**src/dcad_defs.vh**
```
// shared constants for the ddr4 command/address decoder
`ifndef DCAD_DEFS_VH
`define DCAD_DEFS_VH

// command codes presented on cmd_code
`define DCAD_CMD_NOP    4'h0
`define DCAD_CMD_ACT    4'h1
`define DCAD_CMD_RD     4'h2
`define DCAD_CMD_WR     4'h3
`define DCAD_CMD_PRE    4'h4
`define DCAD_CMD_REF    4'h5
`define DCAD_CMD_MRS    4'h6
`define DCAD_CMD_ZQC    4'h7
`define DCAD_CMD_DES    4'h8
`define DCAD_CMD_RSV    4'h9
`define DCAD_CMD_SRE    4'hA

// data width configurations on cfg_width
`define DCAD_W_X4       2'h0
`define DCAD_W_X8       2'h1
`define DCAD_W_X16      2'h2

// stack height on cfg_stack
`define DCAD_STK_1H     2'h0
`define DCAD_STK_2H     2'h1
`define DCAD_STK_4H     2'h2
`define DCAD_STK_8H     2'h3

// power states
`define DCAD_PS_ACTIVE  2'h0
`define DCAD_PS_PPD     2'h1
`define DCAD_PS_APD     2'h2
`define DCAD_PS_SR      2'h3

// address field positions
`define DCAD_A_AP       10
`define DCAD_A_BC       12
`define DCAD_A_TOP      17
`define DCAD_COL_W      10

`endif

```
**src/dcad_sync.v**
```verilog
// two-stage synchroniser for a bus of asynchronous inputs
`timescale 1ns/1ns
`default_nettype none

module dcad_sync #(
  parameter WIDTH = 1
) (
  input wire sys_clk,
  input wire rst_n,
  input wire [WIDTH-1:0] din,
  output reg [WIDTH-1:0] dout
);

  reg [WIDTH-1:0] meta;

  always @(posedge sys_clk or negedge rst_n) begin
    if (!rst_n) begin
      meta <= {WIDTH{1'b0}};
      dout <= {WIDTH{1'b0}};
    end else begin
      meta <= din;
      dout <= meta;
    end
  end

endmodule

`default_nettype wire

```
**src/dcad_decode.v**
```verilog
// ddr4 command, address and clock-enable decode, device side
// Notes on behaviour
// - activate takes row address, read and write take column address
// - mode register set passes address inputs as the opcode
// - top address bit A17 used only in x4, else forced zero
// - A10 on read or write requests auto precharge
// - precharge with A10 high hits all banks, else one bank
// - A12 low on read or write chops the burst
// - activate strobe with select makes an activate, high pins become row bits
// - bank address picks the bank and helps pick the mode register
// - bank group picks the group and helps pick the mode register
// - two bank group bits in x4 and x8, one bit in x16; cmd_mr_sel still takes both bits in x16
// - chip id decoded for 2, 4 or 8 high stacks in x4 and x8
// - chip id unused in x16 and in unstacked parts
// - inputs sampled on rising edge of the true clock
// - clock enable high enables clocks and buffers, low disables them
// - enable low enters precharge power-down or self refresh, or active power-down
// - self refresh exit seen from enable without the link clock
// - power-down keeps only clock, termination, reset and enable buffers
// - self refresh keeps only enable and reset buffers
// - commands ignored while chip select is high
// - with activate strobe high, three pins code the command
// - reset acts asynchronously while low
`timescale 1ns/1ns
`default_nettype none
`include "dcad_defs.vh"

module dcad_decode #(
  parameter ROW_W = 18,
  parameter NUM_BANKS = 16,
  parameter [2:0] DIE_ID = 3'h0
) (
  input wire sys_clk,
  input wire rst_n,
  input wire [1:0] cfg_width,
  input wire [1:0] cfg_stack,
  input wire ck_t,
  input wire ck_c,
  input wire cke,
  input wire cs_n,
  input wire act_n,
  input wire ras_n_a16,
  input wire cas_n_a15,
  input wire we_n_a14,
  input wire [1:0] bg,
  input wire [1:0] ba,
  input wire [13:0] addr,
  input wire a17,
  input wire [2:0] chip_id,
  input wire odt,
  output reg cmd_valid,
  output reg [3:0] cmd_code,
  output reg [1:0] cmd_bg,
  output reg [1:0] cmd_ba,
  output reg [ROW_W-1:0] cmd_row,
  output reg [`DCAD_COL_W-1:0] cmd_col,
  output reg cmd_auto_pre,
  output reg cmd_burst_chop,
  output reg cmd_pre_all,
  output reg [3:0] cmd_mr_sel,
  output reg [ROW_W-1:0] cmd_opcode,
  output reg [1:0] pwr_state,
  output reg clk_en_int,
  output reg buf_en_cmd,
  output reg buf_en_ck,
  output reg odt_int
);

  // ==========================================================
  // input synchronisation
  // ==========================================================
  wire [29:0] raw_in;
  wire [29:0] s_in;
  assign raw_in = {ck_t, ck_c, cs_n, act_n, ras_n_a16, cas_n_a15,
                   we_n_a14, bg, ba, addr, a17, chip_id, odt};

  dcad_sync #(
    .WIDTH(30)
  ) u_sync (
    .sys_clk(sys_clk),
    .rst_n(rst_n),
    .din(raw_in),
    .dout(s_in)
  );

  // cke gets its own path so the sync is never gated by buffer state
  reg cke_m;
  reg cke_s;
  always @(posedge sys_clk or negedge rst_n) begin
    if (!rst_n) begin
      cke_m <= 1'b0;
      cke_s <= 1'b0;
    end else begin
      cke_m <= cke;
      cke_s <= cke_m;
    end
  end

  wire s_ckt = s_in[29];
  wire s_ckc = s_in[28];
  wire s_cs_n = s_in[27];
  wire s_act_n = s_in[26];
  wire s_ras = s_in[25];
  wire s_cas = s_in[24];
  wire s_we = s_in[23];
  wire [1:0] s_bg = s_in[22:21];
  wire [1:0] s_ba = s_in[20:19];
  wire [13:0] s_addr = s_in[18:5];
  wire s_a17 = s_in[4];
  wire [2:0] s_cid = s_in[3:1];
  wire s_odt = s_in[0];

  // ==========================================================
  // link clock edge detection
  // ==========================================================
  reg ckt_d;
  always @(posedge sys_clk or negedge rst_n) begin
    if (!rst_n) begin
      ckt_d <= 1'b0;
    end else begin
      ckt_d <= s_ckt;
    end
  end
  // true clock rising while complement is low marks the sample point
  wire ck_rise = s_ckt & ~ckt_d & ~s_ckc;

  // ==========================================================
  // power state machine
  // ==========================================================
  localparam [1:0] ST_ACT = `DCAD_PS_ACTIVE;
  localparam [1:0] ST_PPD = `DCAD_PS_PPD;
  localparam [1:0] ST_APD = `DCAD_PS_APD;
  localparam [1:0] ST_SR = `DCAD_PS_SR;

  reg [NUM_BANKS-1:0] bank_open;
  reg [1:0] next_pwr;
  reg [3:0] cmd_now;
  wire any_open = |bank_open;
  wire sel_ok;

  always @* begin
    next_pwr = pwr_state;
    case (pwr_state)
      ST_ACT: begin
        if (!cke_s && ck_rise) begin
          if (any_open) begin
            next_pwr = ST_APD;
          end else if (sel_ok && cmd_now == `DCAD_CMD_REF) begin
            next_pwr = ST_SR;
          end else begin
            next_pwr = ST_PPD;
          end
        end
      end
      ST_PPD, ST_APD: begin
        if (cke_s && ck_rise) begin
          next_pwr = ST_ACT;
        end
      end
      ST_SR: begin
        // no clock needed, enable alone wakes the part
        if (cke_s) begin
          next_pwr = ST_ACT;
        end
      end
      default: begin
        next_pwr = ST_ACT;
      end
    endcase
  end

  // ==========================================================
  // command truth table
  // ==========================================================
  reg cid_ok;
  always @* begin
    // x16 and single die ignore chip id entirely
    if (cfg_width == `DCAD_W_X16 || cfg_stack == `DCAD_STK_1H) begin
      cid_ok = 1'b1;
    end else begin
      case (cfg_stack)
        `DCAD_STK_2H: cid_ok = (s_cid[0] == DIE_ID[0]);
        `DCAD_STK_4H: cid_ok = (s_cid[1:0] == DIE_ID[1:0]);
        `DCAD_STK_8H: cid_ok = (s_cid == DIE_ID);
        default: cid_ok = 1'b1;
      endcase
    end
  end

  assign sel_ok = ~s_cs_n & cid_ok;

  always @* begin
    if (!sel_ok) begin
      cmd_now = `DCAD_CMD_DES;
    end else if (!s_act_n) begin
      cmd_now = `DCAD_CMD_ACT;
    end else begin
      case ({s_ras, s_cas, s_we})
        3'h0: cmd_now = `DCAD_CMD_MRS;
        3'h1: cmd_now = `DCAD_CMD_REF;
        3'h2: cmd_now = `DCAD_CMD_PRE;
        3'h3: cmd_now = `DCAD_CMD_RSV;
        3'h4: cmd_now = `DCAD_CMD_WR;
        3'h5: cmd_now = `DCAD_CMD_RD;
        3'h6: cmd_now = `DCAD_CMD_ZQC;
        3'h7: cmd_now = `DCAD_CMD_NOP;
        default: cmd_now = `DCAD_CMD_NOP;
      endcase
    end
  end

  // ==========================================================
  // address assembly
  // ==========================================================
  wire top_bit = (cfg_width == `DCAD_W_X4) ? s_a17 : 1'b0;
  wire [1:0] bg_eff = (cfg_width == `DCAD_W_X16) ?
                      {1'b0, s_bg[0]} : s_bg;
  wire [ROW_W-1:0] row_full;
  assign row_full = {top_bit, s_ras, s_cas, s_we, s_addr};
  wire [ROW_W-1:0] opc_full;
  // pins A14 to A16 act as command bits in a set and A17 is not passed, so all four read as zero
  assign opc_full = {4'h0, s_addr};
  wire [3:0] bank_idx = {bg_eff, s_ba};

  // gated clocks: commands only move while in active state with enable
  wire live = (pwr_state == ST_ACT) & cke_s & ck_rise;

  // ==========================================================
  // registered outputs and bank tracking
  // ==========================================================
  always @(posedge sys_clk or negedge rst_n) begin
    if (!rst_n) begin
      pwr_state <= ST_ACT;
      bank_open <= {NUM_BANKS{1'b0}};
      cmd_valid <= 1'b0;
      cmd_code <= `DCAD_CMD_NOP;
      cmd_bg <= 2'h0;
      cmd_ba <= 2'h0;
      cmd_row <= {ROW_W{1'b0}};
      cmd_col <= {`DCAD_COL_W{1'b0}};
      cmd_auto_pre <= 1'b0;
      cmd_burst_chop <= 1'b0;
      cmd_pre_all <= 1'b0;
      cmd_mr_sel <= 4'h0;
      cmd_opcode <= {ROW_W{1'b0}};
      clk_en_int <= 1'b0;
      buf_en_cmd <= 1'b0;
      buf_en_ck <= 1'b0;
      odt_int <= 1'b0;
    end else begin
      pwr_state <= next_pwr;
      clk_en_int <= (next_pwr == ST_ACT);
      buf_en_cmd <= (next_pwr == ST_ACT);
      buf_en_ck <= (next_pwr != ST_SR);
      // termination buffer stays up in power-down, drops in self refresh
      odt_int <= (next_pwr != ST_SR) ? s_odt : 1'b0;
      cmd_valid <= live && cmd_now != `DCAD_CMD_DES &&
                   cmd_now != `DCAD_CMD_NOP;
      if (live && cmd_now != `DCAD_CMD_DES) begin
        cmd_code <= cmd_now;
        cmd_bg <= bg_eff;
        cmd_ba <= s_ba;
        cmd_auto_pre <= 1'b0;
        cmd_burst_chop <= 1'b0;
        cmd_pre_all <= 1'b0;
        case (cmd_now)
          `DCAD_CMD_ACT: begin
            cmd_row <= row_full;
            bank_open[bank_idx] <= 1'b1;
          end
          `DCAD_CMD_RD, `DCAD_CMD_WR: begin
            cmd_col <= s_addr[`DCAD_COL_W-1:0];
            cmd_auto_pre <= s_addr[`DCAD_A_AP];
            cmd_burst_chop <= ~s_addr[`DCAD_A_BC];
            if (s_addr[`DCAD_A_AP]) begin
              bank_open[bank_idx] <= 1'b0;
            end
          end
          `DCAD_CMD_PRE: begin
            cmd_pre_all <= s_addr[`DCAD_A_AP];
            if (s_addr[`DCAD_A_AP]) begin
              bank_open <= {NUM_BANKS{1'b0}};
            end else begin
              bank_open[bank_idx] <= 1'b0;
            end
          end
          `DCAD_CMD_MRS: begin
            cmd_mr_sel <= {s_bg, s_ba};
            cmd_opcode <= opc_full;
          end
          default: begin
            cmd_row <= cmd_row;
          end
        endcase
      end
    end
  end

endmodule

`default_nettype wire

```
**config.mk**
```make
export PLATFORM = sky130hd
export DESIGN_NAME = dcad_decode
export DESIGN_NICKNAME = d
export VERILOG_FILES = /design/src/dcad_sync.v /design/src/dcad_decode.v
export VERILOG_INCLUDE_DIRS = /design/src /design/src/src
export SDC_FILE = /design/constraint.sdc
export NUM_CORES = 1
export LEC_CHECK = 0
export BUFFER_PORTS_ARGS = -buffer_cell sky130_fd_sc_hd__buf_2
export CORE_ASPECT_RATIO = 1.25
export CORE_MARGIN = 8
export CORE_UTILIZATION = 50
export CTS_CLUSTER_SIZE = 14
export DETAILED_ROUTE_END_ITERATION = 8
export PLACE_DENSITY = 0.75
export SLEW_MARGIN = 20
export SYNTH_ARGS = -nofsm -noshare
export SYNTH_HDL_FRONTEND = slang
export SYNTH_SLANG_ARGS = --single-unit
export TNS_END_PERCENT = 5
```
**constraint.sdc**
```tcl
create_clock -name sys_clk -period 2.85 [get_ports sys_clk]
set_input_delay 0.57 -clock sys_clk [delete_from_list [all_inputs] [get_ports sys_clk]]
set_output_delay 0.57 -clock sys_clk [all_outputs]
set_load 0.02 [all_outputs]
```
==> qor.csv <==
stage,metric,value,unit
run_status,status,finished clean,
floorplanning,area of the core,10100,sq um
drt,iteration-0 DRC count of the detailed router,178,
min_path,Hold Path Class,primary input to async pin,
timing,Final Slew Violations,0,
floorplanning,overall die area,13900,sq um
drt,DRT antenna net count,0,
clocking,root buf cell,clkbuf_16,
timing,relative slew slack,0.527,
logic_synthesis,Post-Synth XOR/XNOR Area,0.00169,
clocking,Post-CTS Resized,0,
critical_path,startpoint types,register,
logic_synthesis,synthesized area,5180,sq um
drt,Detailed Routing Iterations Pass 1,5,
pwr,"IR drop worst, VDD",0.481,mV
timing,Tcrit/Tclk final,0.903,
floorplanning,# IOs,105,
timing,final hold violations,0,
clocking,cts hold-fix bufs,0,
critical_path,worst path arrival time,2840,ps
global_routing,first-pass GRT wire length,18700,microns
critical_path,CP endpoint kind,register,
drt,drt drc,0,
critical_path,critical path data required time,3120,ps
logic_synthesis,Post-synth ARST share,1.00,
logic_synthesis,Synth Flop Type,dfrtp_1,
finish,Finished Core Util,0.633,
critical_path,family with the most delay on the worst path,simple AND/OR/NAND/NOR gates,
timing,setup TNS,0,ps
critical_path,CP Cell Sequence,inv_1 > ha_1 > and4bb_2 > o311ai_4 > or4b_1 > a2bb2oi_1 > o21ai_0,
clocking,H-tree levels,4,
critical_path,Buf/Inv on CP,1,
critical_path,worst r2r src,pwr_state[0]$_DFF_PN0_,
timing,"Min Clock Period, post-route",2570,ps
drt,final WL,11400,microns
finish,Filler cells,779,
critical_path,Worst Path Max Fanout,16,
timing,PnR worst setup slack,276,ps
critical_path,"slowest stage delay, CP",840,ps
logic_synthesis,Ys Warns,0,
critical_path,reg2reg path depth,7,
logic_synthesis,Compound-Gate Fraction of Synth Area,0.108,
drt,routed len/inst,17.9,microns
placed_design,Final GP Congestion,0.884,
timing,clock skew,8.59,ps
finish,Ant. Diodes,0,
placed_design,dpl ws,304,ps
finish,"most common cell after layout, fill and taps aside",dfrtp_1,
logic_synthesis,Post-synth EDFFs,0,
pwr,pwr/cell area,786,nW/um^2
clocking,clk sinks,142,
floorplanning,die span in y,130,microns
timing,Finish-stage setup viols,0,
pwr,PnR Total Power,5030,uW
logic_synthesis,Synth Area in Simple Gates,0.0964,
global_routing,vias in the first global route,3649,
pwr,Lkg Pwr,0.00318,uW
global_routing,gr usage total,0.174,
timing,RSZ-0062 raised after global routing,no,
logic_synthesis,multiplexer share of the synthesized area,0.0681,
drt,mean number of vias per cell,5.29,
logic_synthesis,Seq cells post-synth,142,
global_routing,initial antenna violation count,0,
floorplanning,initial core utilization,0.513,
finish,share of layout cells above drive strength 1,0.354,
global_routing,total grt overflow,0,
drt,via count,3371,
global_routing,largest net degree at the start of global routing,62,
critical_path,slowest cell on the critical path,or4b_1,
logic_synthesis,Adder-Cell Fraction of Synth Area,0.00676,
floorplanning,Std-Cell Rows,41,
timing,Fmax,389,MHz
critical_path,Setup CP Type,register to register,
job,max-cap violation count,0,
clocking,"CTS clk-pin slew, worst paths",60,ps
logic_synthesis,Synth Area per Inst,13.5,sq um
placed_design,hpwl dp,7880,microns
finish,most frequent cells in the layout,"dfrtp_1, buf_2, nand2_1",
timing,Hold WS,113,ps
logic_synthesis,Yosys cell types,53,
clocking,"Clk Latency, worst-skew pair",410,ps
clocking,CTS buffer count,17,
critical_path,Reg2Reg Capture Point,bank_open[12]$_DFFE_PN0P_,
clocking,CTS tree,built,
logic_synthesis,sequential area share after synthesis,0.686,
clocking,Max clock buf depth,2,
finish,area grow syn2layout,23.4,%
clocking,number of setup buffers added after CTS,0,
placed_design,Port Buf Inserts,100,
logic_synthesis,largest family of logic cells by synthesized area,compound AO/OA/AOI/OAI gates,
logic_synthesis,post-synthesis cell count,385,
critical_path,flop-to-flop setup slack,280,ps
finish,Nets,534,
timing,Worst Max-Slew Pin Slew,710,ps
floorplanning,Die W,107,microns
-- registers in the layout (all words and copies together), names as in the netlist, 4 cells and up --
register	flops
u_sync.dout	30
u_sync.meta	30
cmd_row	18
bank_open	16
cmd_opcode	14
cmd_col	10
cmd_code	4
cmd_mr_sel	4
-- layout make-up --
cell class / count / area (sq um) / area share
flip-flops and latches: 142 / 3550 / 0.556
clock buffers: 20 / 457 / 0.0714
multi-input cells: 217 / 1480 / 0.231
inverters: 10 / 37.5 / 0.00587
repair buffers: 107 / 572 / 0.0894
clock inverters: 12 / 138 / 0.0215
well taps: 129 / 161 / 0.0252
-- cells by family (layout without fill, tap and decap cells) --
logic type / count (synthesis) / after routing
DFF: 142 / 142
buffers and inverters: 29 / 149
adders and majority gates: 3 / 3
other: 1 / 4
xor gates and xnor gates: 1 / 1
muxes: 28 / 28
AOI/OAI and AO/OA: 76 / 76
and+or+nand+nor: 105 / 105
-- through the flow --
step                instance area, sq um  instances
floorplan                           5190        388
global placement                    5800        605
detailed placement                  5800        605
CTS                                 6390        637
global route                        6390        637
finish                              6390        637
-- layer usage --
layer | part of all wire | vias to the layer above | GRT usage
met3 | 0.079 | 15 | 0.0661
met2 | 0.50 | 107 | 0.286
li1 | - | 1545 | -
met4 | 0.011 | 0 | 0.0722
met1 | 0.41 | 1704 | 0.200
met5 | 0 | - | 0
-- worst max path at each step --
stage,startpoint,end,slack (ps),cells after the start
final,pwr_state[0]$_DFF_PN0_,bank_open[12]$_DFFE_PN0P_,280,7
after global routing,pwr_state[1]$_DFF_PN0_,bank_open[12]$_DFFE_PN0P_,160,7
after CTS,pwr_state[0]$_DFF_PN0_,bank_open[12]$_DFFE_PN0P_,290,7
after detailed placement,cfg_width[0],bank_open[12]$_DFFE_PN0P_,300,6
after global placement,cfg_width[0],bank_open[5]$_DFFE_PN0P_,380,6
after floorplan,pwr_state[0]$_DFF_PN0_,cmd_mr_sel[0]$_DFFE_PN0P_,590,9
-- power breakdown --
| part | internal [uW] | total [uW] | switching (uW) |
|---|---|---|---|
| Sequential | 2190 | 2290 | 108 |
| Combinational | 208 | 568 | 361 |
| Clock | 1340 | 2170 | 827 |
-- Yosys cell counts (2+ instances only) --
library cell | n | share of area
dfrtp_1 | 142 | 0.69
nand2_1 | 65 | 0.047
o21ai_0 | 28 | 0.027
mux2_2 | 18 | 0.039
inv_1 | 10 | 0.0072
mux2_4 | 10 | 0.029
a2bb2oi_1 | 9 | 0.015
buf_2 | 7 | 0.0068
nor2_1 | 7 | 0.0051
o21ai_1 | 7 | 0.0068
a2bb2oi_2 | 6 | 0.017
o31ai_1 | 6 | 0.0087
a21oi_1 | 5 | 0.0048
buf_4 | 5 | 0.0072
clkbuf_1 | 4 | 0.0029
nor3_1 | 4 | 0.0039
nor4_1 | 4 | 0.0048
nand2b_1 | 3 | 0.0036
nand3_1 | 3 | 0.0029
or3_1 | 3 | 0.0036
a22o_1 | 2 | 0.0034
buf_6 | 2 | 0.0043
ha_1 | 2 | 0.0048
o31a_1 | 2 | 0.0034
or2_1 | 2 | 0.0024
or2_2 | 2 | 0.0024
Power figures use the tool's default switching activity.
